[config.mk]
export PLATFORM = sky130hd
export DESIGN_NAME = sahi_dev_flat
export DESIGN_NICKNAME = d
export VERILOG_FILES = /design/src/sahi_pkg.sv /design/src/sahi_if.sv /design/src/sahi_dev.sv /design/src/flat_wrapper.sv
export SDC_FILE = /design/constraint.sdc
export NUM_CORES = 1
export LEC_CHECK = 0
export BUFFER_PORTS_ARGS = -buffer_cell sky130_fd_sc_hd__buf_4
export CORE_UTILIZATION = 50
export CTS_CLUSTER_SIZE = 25
export DETAILED_ROUTE_END_ITERATION = 8
export PLACE_DENSITY = 0.7
export SLEW_MARGIN = 5
export SYNTH_ARGS = -nofsm -noshare
export SYNTH_HDL_FRONTEND = slang
export SYNTH_SLANG_ARGS = --single-unit
[constraint.sdc]
create_clock -name sys_clk_i -period 5.15 [get_ports sys_clk_i]
set_input_delay 0.2575 -clock sys_clk_i [delete_from_list [all_inputs] [get_ports sys_clk_i]]
set_output_delay 0.2575 -clock sys_clk_i [all_outputs]
set_load 0.005 [all_outputs]
[src/sahi_pkg.sv]
package sahi_pkg;
  localparam int DATA_W = 8;
  localparam int MIN_CONV_CYC = 9;
  // Reference rate and budget for one conversion
  localparam int REF_CLK_MHZ = 10;
  localparam int CONV_TIME_NS = 1000;
  localparam int CONV_BUDGET_CYC = (CONV_TIME_NS * REF_CLK_MHZ) / 1000;
  localparam logic [DATA_W-1:0] MSB_MASK = 8'h80;
  localparam logic [DATA_W-1:0] ZERO_W = 8'h00;
  localparam logic [3:0] BIT_LAST = 4'h0;
  localparam logic [3:0] BIT_FIRST = 4'h7;
  localparam logic [15:0] ONE_16 = 16'h0001;
endpackage

[src/sahi_if.sv]
`timescale 1ns/1ps
interface sahi_if;
  logic host_write_strobe;
  logic host_read_strobe;
  logic conversion_done_n;
  logic [7:0] rd_data;
  logic rd_data_oe_n;
  logic dma_req;
  logic dma_wait;
  modport dev
  (
    input host_write_strobe, host_read_strobe, dma_req,
    output conversion_done_n, rd_data, rd_data_oe_n, dma_wait
  );
  modport host
  (
    output host_write_strobe, host_read_strobe, dma_req,
    input conversion_done_n, rd_data, rd_data_oe_n, dma_wait
  );
endinterface

[src/sahi_dev.sv]
`timescale 1ns/1ps
module sahi_dev
(
  input wire logic sys_clk_i,
  input wire logic arst_n_i,
  input wire logic clk_en_i,
  input wire logic output_format_select_i,
  input wire logic cmp_above_i,
  output logic [7:0] dac_code_o,
  sahi_if.dev bus
);
  typedef enum logic [3:0]
  {
    SAHI_IDLE = 4'h1,
    SAHI_SETUP = 4'h2,
    SAHI_BITS = 4'h4,
    SAHI_DONE = 4'h8
  } sahi_state_t;

  sahi_state_t state_ff;
  sahi_state_t nxt_state;
  logic [7:0] sar_ff;
  logic [7:0] trial_ff;
  logic [3:0] bit_ff;
  logic [7:0] result_ff;
  logic done_n_ff;
  logic wait_ff;
  logic [7:0] rd_ff;
  logic oe_n_ff;
  logic [7:0] dac_ff;
  logic sel_s1_ff;
  logic sel_s2_ff;

  wire start = bus.host_write_strobe | bus.dma_req;
  wire is_bits = state_ff == SAHI_BITS;
  wire [7:0] keep = cmp_above_i ? trial_ff : sahi_pkg::ZERO_W;
  wire [7:0] sar_kept = (sar_ff & ~trial_ff) | keep;
  wire last_bit = bit_ff == sahi_pkg::BIT_LAST;
  wire [7:0] fmt_data = sel_s2_ff ? result_ff : {~result_ff[7], result_ff[6:0]};

  // Wait is held from an accepted DMA start until the result is complete
  wire dma_start = bus.dma_req && nxt_state == SAHI_SETUP;
  wire nxt_wait = (wait_ff || dma_start) && !(nxt_state == SAHI_DONE);

  always_comb
  begin
    nxt_state = state_ff;
    case (state_ff)
      SAHI_IDLE: if (start) nxt_state = SAHI_SETUP;
      SAHI_SETUP: nxt_state = SAHI_BITS;
      SAHI_BITS: if (last_bit) nxt_state = SAHI_DONE;
      SAHI_DONE: if (start) nxt_state = SAHI_SETUP;
      default: nxt_state = SAHI_IDLE;
    endcase
  end

  always_ff @(posedge sys_clk_i or negedge arst_n_i)
  begin
    if (!arst_n_i)
    begin
      state_ff <= SAHI_IDLE;
      sar_ff <= sahi_pkg::ZERO_W;
      trial_ff <= sahi_pkg::ZERO_W;
      bit_ff <= sahi_pkg::BIT_FIRST;
      result_ff <= sahi_pkg::ZERO_W;
      dac_ff <= sahi_pkg::ZERO_W;
    end
    else if (clk_en_i)
    begin
      state_ff <= nxt_state;
      if (nxt_state == SAHI_SETUP)
      begin
        // Setup cycle plus eight bit cycles gives nine
        sar_ff <= sahi_pkg::MSB_MASK;
        trial_ff <= sahi_pkg::MSB_MASK;
        bit_ff <= sahi_pkg::BIT_FIRST;
        dac_ff <= sahi_pkg::MSB_MASK;
      end
      else if (is_bits)
      begin
        sar_ff <= sar_kept | (trial_ff >> 1);
        dac_ff <= sar_kept | (trial_ff >> 1);
        trial_ff <= trial_ff >> 1;
        bit_ff <= bit_ff - 4'h1;
        if (last_bit)
          result_ff <= sar_kept;
      end
    end
  end

  always_ff @(posedge sys_clk_i or negedge arst_n_i)
  begin
    if (!arst_n_i)
    begin
      done_n_ff <= 1'b1;
      wait_ff <= 1'b0;
      rd_ff <= sahi_pkg::ZERO_W;
      oe_n_ff <= 1'b1;
      sel_s1_ff <= 1'b1;
      sel_s2_ff <= 1'b1;
    end
    else if (clk_en_i)
    begin
      sel_s1_ff <= output_format_select_i;
      sel_s2_ff <= sel_s1_ff;
      done_n_ff <= !(nxt_state == SAHI_DONE);
      wait_ff <= nxt_wait;
      oe_n_ff <= !(bus.host_read_strobe && state_ff == SAHI_DONE);
      rd_ff <= fmt_data;
    end
  end

  assign bus.conversion_done_n = done_n_ff;
  assign bus.dma_wait = wait_ff;
  assign bus.rd_data = rd_ff;
  assign bus.rd_data_oe_n = oe_n_ff;
  assign dac_code_o = dac_ff;
endmodule

[src/flat_wrapper.sv]
// flat-port wrapper written by rule: the top's interface ports become plain ports
module sahi_dev_flat 
  (sys_clk_i, arst_n_i, clk_en_i, output_format_select_i, cmp_above_i, dac_code_o, bus_host_write_strobe, bus_host_read_strobe, bus_dma_req, bus_conversion_done_n, bus_rd_data, bus_rd_data_oe_n, bus_dma_wait);
  sahi_if bus_i ();
  input wire logic sys_clk_i;
  input wire logic arst_n_i;
  input wire logic clk_en_i;
  input wire logic output_format_select_i;
  input wire logic cmp_above_i;
  output logic [7:0] dac_code_o;
  input wire logic [$bits(bus_i.host_write_strobe)-1:0] bus_host_write_strobe;
  input wire logic [$bits(bus_i.host_read_strobe)-1:0] bus_host_read_strobe;
  input wire logic [$bits(bus_i.dma_req)-1:0] bus_dma_req;
  output wire logic [$bits(bus_i.conversion_done_n)-1:0] bus_conversion_done_n;
  output wire logic [$bits(bus_i.rd_data)-1:0] bus_rd_data;
  output wire logic [$bits(bus_i.rd_data_oe_n)-1:0] bus_rd_data_oe_n;
  output wire logic [$bits(bus_i.dma_wait)-1:0] bus_dma_wait;
  assign bus_i.host_write_strobe = bus_host_write_strobe;
  assign bus_i.host_read_strobe = bus_host_read_strobe;
  assign bus_i.dma_req = bus_dma_req;
  assign bus_conversion_done_n = bus_i.conversion_done_n;
  assign bus_rd_data = bus_i.rd_data;
  assign bus_rd_data_oe_n = bus_i.rd_data_oe_n;
  assign bus_dma_wait = bus_i.dma_wait;
  sahi_dev u_core (.sys_clk_i(sys_clk_i), .arst_n_i(arst_n_i), .clk_en_i(clk_en_i), .output_format_select_i(output_format_select_i), .cmp_above_i(cmp_above_i), .dac_code_o(dac_code_o), .bus(bus_i));
endmodule
==> summary.txt <==
Detailed routing
  • Detailed-route via count: approximately 1500
  • Length of the first detailed-routing pass in iterations: 4
  • Mean routed wirelength per cell: 17.5 µm
  • First DRT Iteration DRCs: 68
  • Wire length after detailed routing: around 4300 µm
  • Via-per-instance ratio: 6.09
  • DRC Markers: 0
  • Number of nets with antenna violations after routing: 0

Worst setup path
  • Worst Path Class, Setup: register to register
  • Worst stage delay on the critical path: 800 ps
  • Critical-path maximum fanout: 14
  • Kind of start point of the critical path: register
  • Type of element capturing the critical path: register
  • Worst Setup SP: u_core.state_ff[1]
  • Worst-path cell with the longest stage delay: sky130_fd_sc_hd__nor4b_4
  • Worst setup path endpoint: u_core.result_ff[5]
  • CP Data Arrival Time: 2380 ps
  • Worst flop-to-flop path endpoint: u_core.result_ff[5]
  • CP Cell Sequence: nor4b_4 -> nand3_2 -> mux2_2
  • R2R cell count: 3
  • Worst r2r src: u_core.state_ff[1]
  • Data required time at the worst endpoint: 5330 ps
  • R2r setup slk: 2950 ps

Power
  • Clk pwr share: 0.263
  • Cell area power density: around 420 nW/µm²
  • Net switching power: 321 µW
  • Leakage Power: 0.00108 µW
  • Net Sw Frac: 0.311
  • Maximum VDD drop: 261 µV
  • Internal power: 713 µW
  • Portion of total power attributed to sequential cells: 0.485
  • Combinational cell fraction of total power: 0.253

Global routing
  • Number of global-route vias before repair: approximately 1400
  • GRT overflow: 0
  • Number of antenna violations at the first check in global routing: 0
  • Global-route wire length before repair: 7080 µm
  • Largest net degree at the start of global routing: 46
  • GRT Overall Usage: 0.216

Timing
  • Unrepaired setup endpoints after global routing: false
  • Total count of max-transition violations in the final report: 0
  • Final critical-path required period: 2200 ps
  • Rel. slew slack: 0.370
  • Highest clock rate: 454 MHz
  • Part of the cycle the worst path needs: 0.427
  • Final number of hold-violating endpoints: 0
  • Clock Skew: 8.97 ps
  • Transition time at the pin with the least slew margin: 938 ps
  • Count of endpoints failing setup in the final report: 0
  • Aggregate negative setup slack: 0 ps

Yosys
  • Post-Synthesis Net Count: 180
  • Number of unique standard cell types used by synthesis: between 40 and 50
  • Synth Flop Type: sky130_fd_sc_hd__dfrtp_1
  • Average instance area after synthesis: 12.5 µm²
  • Gate count of the mapped netlist: roughly 170
  • Count of yosys warnings during synthesis: 0
  • Seq cells post-synth: 45
  • Number of enable-type register cells in the synthesized netlist: 0
  • Share of synthesized area occupied by flip-flops and latches: 0.530
  • Post-synthesis cell area: 2140 µm²
  • Proportion of register bits with asynchronous set or reset after synthesis: 1.00

Die
  • Total Die Area: 4550 µm²
  • Std-Cell Rows: 23
  • Starting Density: 0.528
  • Core region area: 4060 µm²
  • I/O pin cnt: 27
  • Die Y: between 60 and 70 µm
  • Overall die width: 67.5 µm

Clock tree
  • TritonCTS Sinks: 45
  • CTS Buffer Depth: 2
  • Post-CTS clock slew at the launch and capture registers of the worst setup and hold paths: about 80 ps
  • Later-pin clock latency in the skew report: approximately 290 ps
  • Number of levels in the clock H-tree: 2
  • Number of buffers added by the clock tree synthesis step: 5
  • Buffer cell driving the clock tree root: sky130_fd_sc_hd__clkbuf_8
  • TritonCTS clock tree: built
  • Post-cts sizing count: 0

Run
  • Total of max-cap violations: 0

Placement
  • Cell total after placement: 235
  • Final HPWL DP: about 2700 µm
  • Dpl cell area: 2330 µm²
  • Routability Congestion: 0.774
  • Input/output buffers: 26

Layout
  • Layout overhead on the synthesized area: 14.5%
  • Finished Layout Cells: 244
  • Layout cell share with drive strength beyond 1: 0.397
  • Design Area, Final: 2450 µm²
  • Ant diodes: 0
  • Filler cells: 343
  • Most frequent cells in the layout: sky130_fd_sc_hd__dfrtp_1 (37), sky130_fd_sc_hd__mux2_2 (27), sky130_fd_sc_hd__buf_4 (26)
  • Total Nets Final: 202
  • Most common library cell in the layout ignoring fill and taps: sky130_fd_sc_hd__dfrtp_1

Hold path
  • Class of the tightest hold or removal check: input pin to register

Run status
  • Outcome: complete, no violations
[registers in the layout, indices dropped and copies added (netlist names)]
name,cells
u_core.bit_ff,4
u_core.bus.conversion_done_n,1
u_core.bus.dma_wait,1
u_core.bus.rd_data,8
u_core.bus.rd_data_oe_n,1
u_core.result_ff,8
u_core.sar_ff,8
u_core.sel_s1_ff,1
u_core.sel_s2_ff,1
u_core.state_ff,4
u_core.trial_ff,8
[power by group through the flow]
stage                     combinational (µW)  clock (µW)  sequential (µW)
after detailed placement                 261           0              506
final                                    261         272              501
after global routing                     288         294              509
after floorplan                          202           0              472
after CTS                                265         279              500
after global placement                   256           0              500
[critical path: cells and delay by family, from the launching register on]
| kind | cells | cell delay, ps |
|---|---|---|
| multiplexers | 1 | 370 |
| AND/OR/NAND/NOR | 2 | 1170 |
| flip-flops | 1 | 540 |
[routing by layer]
metal	GRT usage	up-vias	share of wire
li1	-	690	-
met1	0.292	763	0.49
met2	0.328	27	0.47
met3	0.0524	6	0.030
met4	0.0957	0	0.017
met5	0	-	0
[synthesized netlist by cell type (2+ instances only)]
master / count / share of area
sky130_fd_sc_hd__a21o_1: 3 / 0.011
sky130_fd_sc_hd__inv_1: 4 / 0.0070
sky130_fd_sc_hd__dfrtp_1: 37 / 0.43
sky130_fd_sc_hd__a21oi_1: 11 / 0.026
sky130_fd_sc_hd__a31oi_1: 2 / 0.0058
sky130_fd_sc_hd__nor4_4: 3 / 0.030
sky130_fd_sc_hd__nor2_1: 5 / 0.0088
sky130_fd_sc_hd__o21ai_0: 7 / 0.016
sky130_fd_sc_hd__o31ai_1: 3 / 0.011
sky130_fd_sc_hd__nor4b_1: 3 / 0.012
sky130_fd_sc_hd__or4_1: 2 / 0.0070
sky130_fd_sc_hd__buf_6: 3 / 0.016
sky130_fd_sc_hd__xnor2_1: 2 / 0.0082
sky130_fd_sc_hd__clkbuf_1: 4 / 0.0070
sky130_fd_sc_hd__o2bb2ai_1: 5 / 0.020
sky130_fd_sc_hd__a22oi_1: 2 / 0.0070
sky130_fd_sc_hd__nor4_1: 5 / 0.015
sky130_fd_sc_hd__buf_2: 4 / 0.0093
sky130_fd_sc_hd__nor3_1: 8 / 0.019
sky130_fd_sc_hd__dfstp_2: 8 / 0.098
sky130_fd_sc_hd__o41ai_1: 2 / 0.0082
sky130_fd_sc_hd__mux2_2: 27 / 0.14
[area by class of cell]
cell class,count,area (µm²),share of cell area
Clock inverter,1,30.0,0.0122
Tap cell,50,62.6,0.0255
Clock buffer,7,86.3,0.0352
Multi-Input combinational cell,109,915,0.373
Sequential cell,45,1140,0.463
Timing Repair Buffer,27,205,0.0836
Inverter,5,18.8,0.00765
[stage by stage]
stage | power [µW] | util | hold slack [ps] | setup slack [ps]
global placement | 755 | 0.574 | 283 | 3100
global route | 1090 | 0.605 | 96.7 | 2870
finish | 1030 | 0.605 | 101 | 2950
floorplan | 674 | - | -38.1 | 3520
detailed placement | 767 | 0.574 | 291 | 3010
CTS | 1040 | 0.605 | 92.3 | 2980
[timing repair]
action	CTS	global route
endpoints found under the hold margin	37	0
buffers inserted	0	0
hold buffers	1	0
endpoints found under the setup margin	0	0
[worst min-delay path by stage]
stage               slack, ps                       to  cells past startpoint                 start
floorplan                 -40         u_core.bit_ff[3]                      0              arst_n_i
global placement          280         u_core.bit_ff[3]                      1              arst_n_i
detailed placement        290    u_core.bus.rd_data[7]                      1              arst_n_i
CTS                        90  u_core.bus.rd_data_oe_n                      2  bus_host_read_strobe
global route              100  u_core.bus.rd_data_oe_n                      2  bus_host_read_strobe
finish                    100  u_core.bus.rd_data_oe_n                      2  bus_host_read_strobe
[cell families after synthesis]
family / synth area share
adder cells (fa/ha/maj): 0.00584
AO/OA/AOI/OAI: 0.135
buffers and inverters: 0.0426
XOR/XNOR: 0.0123
AND/OR/NAND/NOR: 0.132
flip-flops: 0.530
multiplexers: 0.142
(Power assumes the default switching activity.)
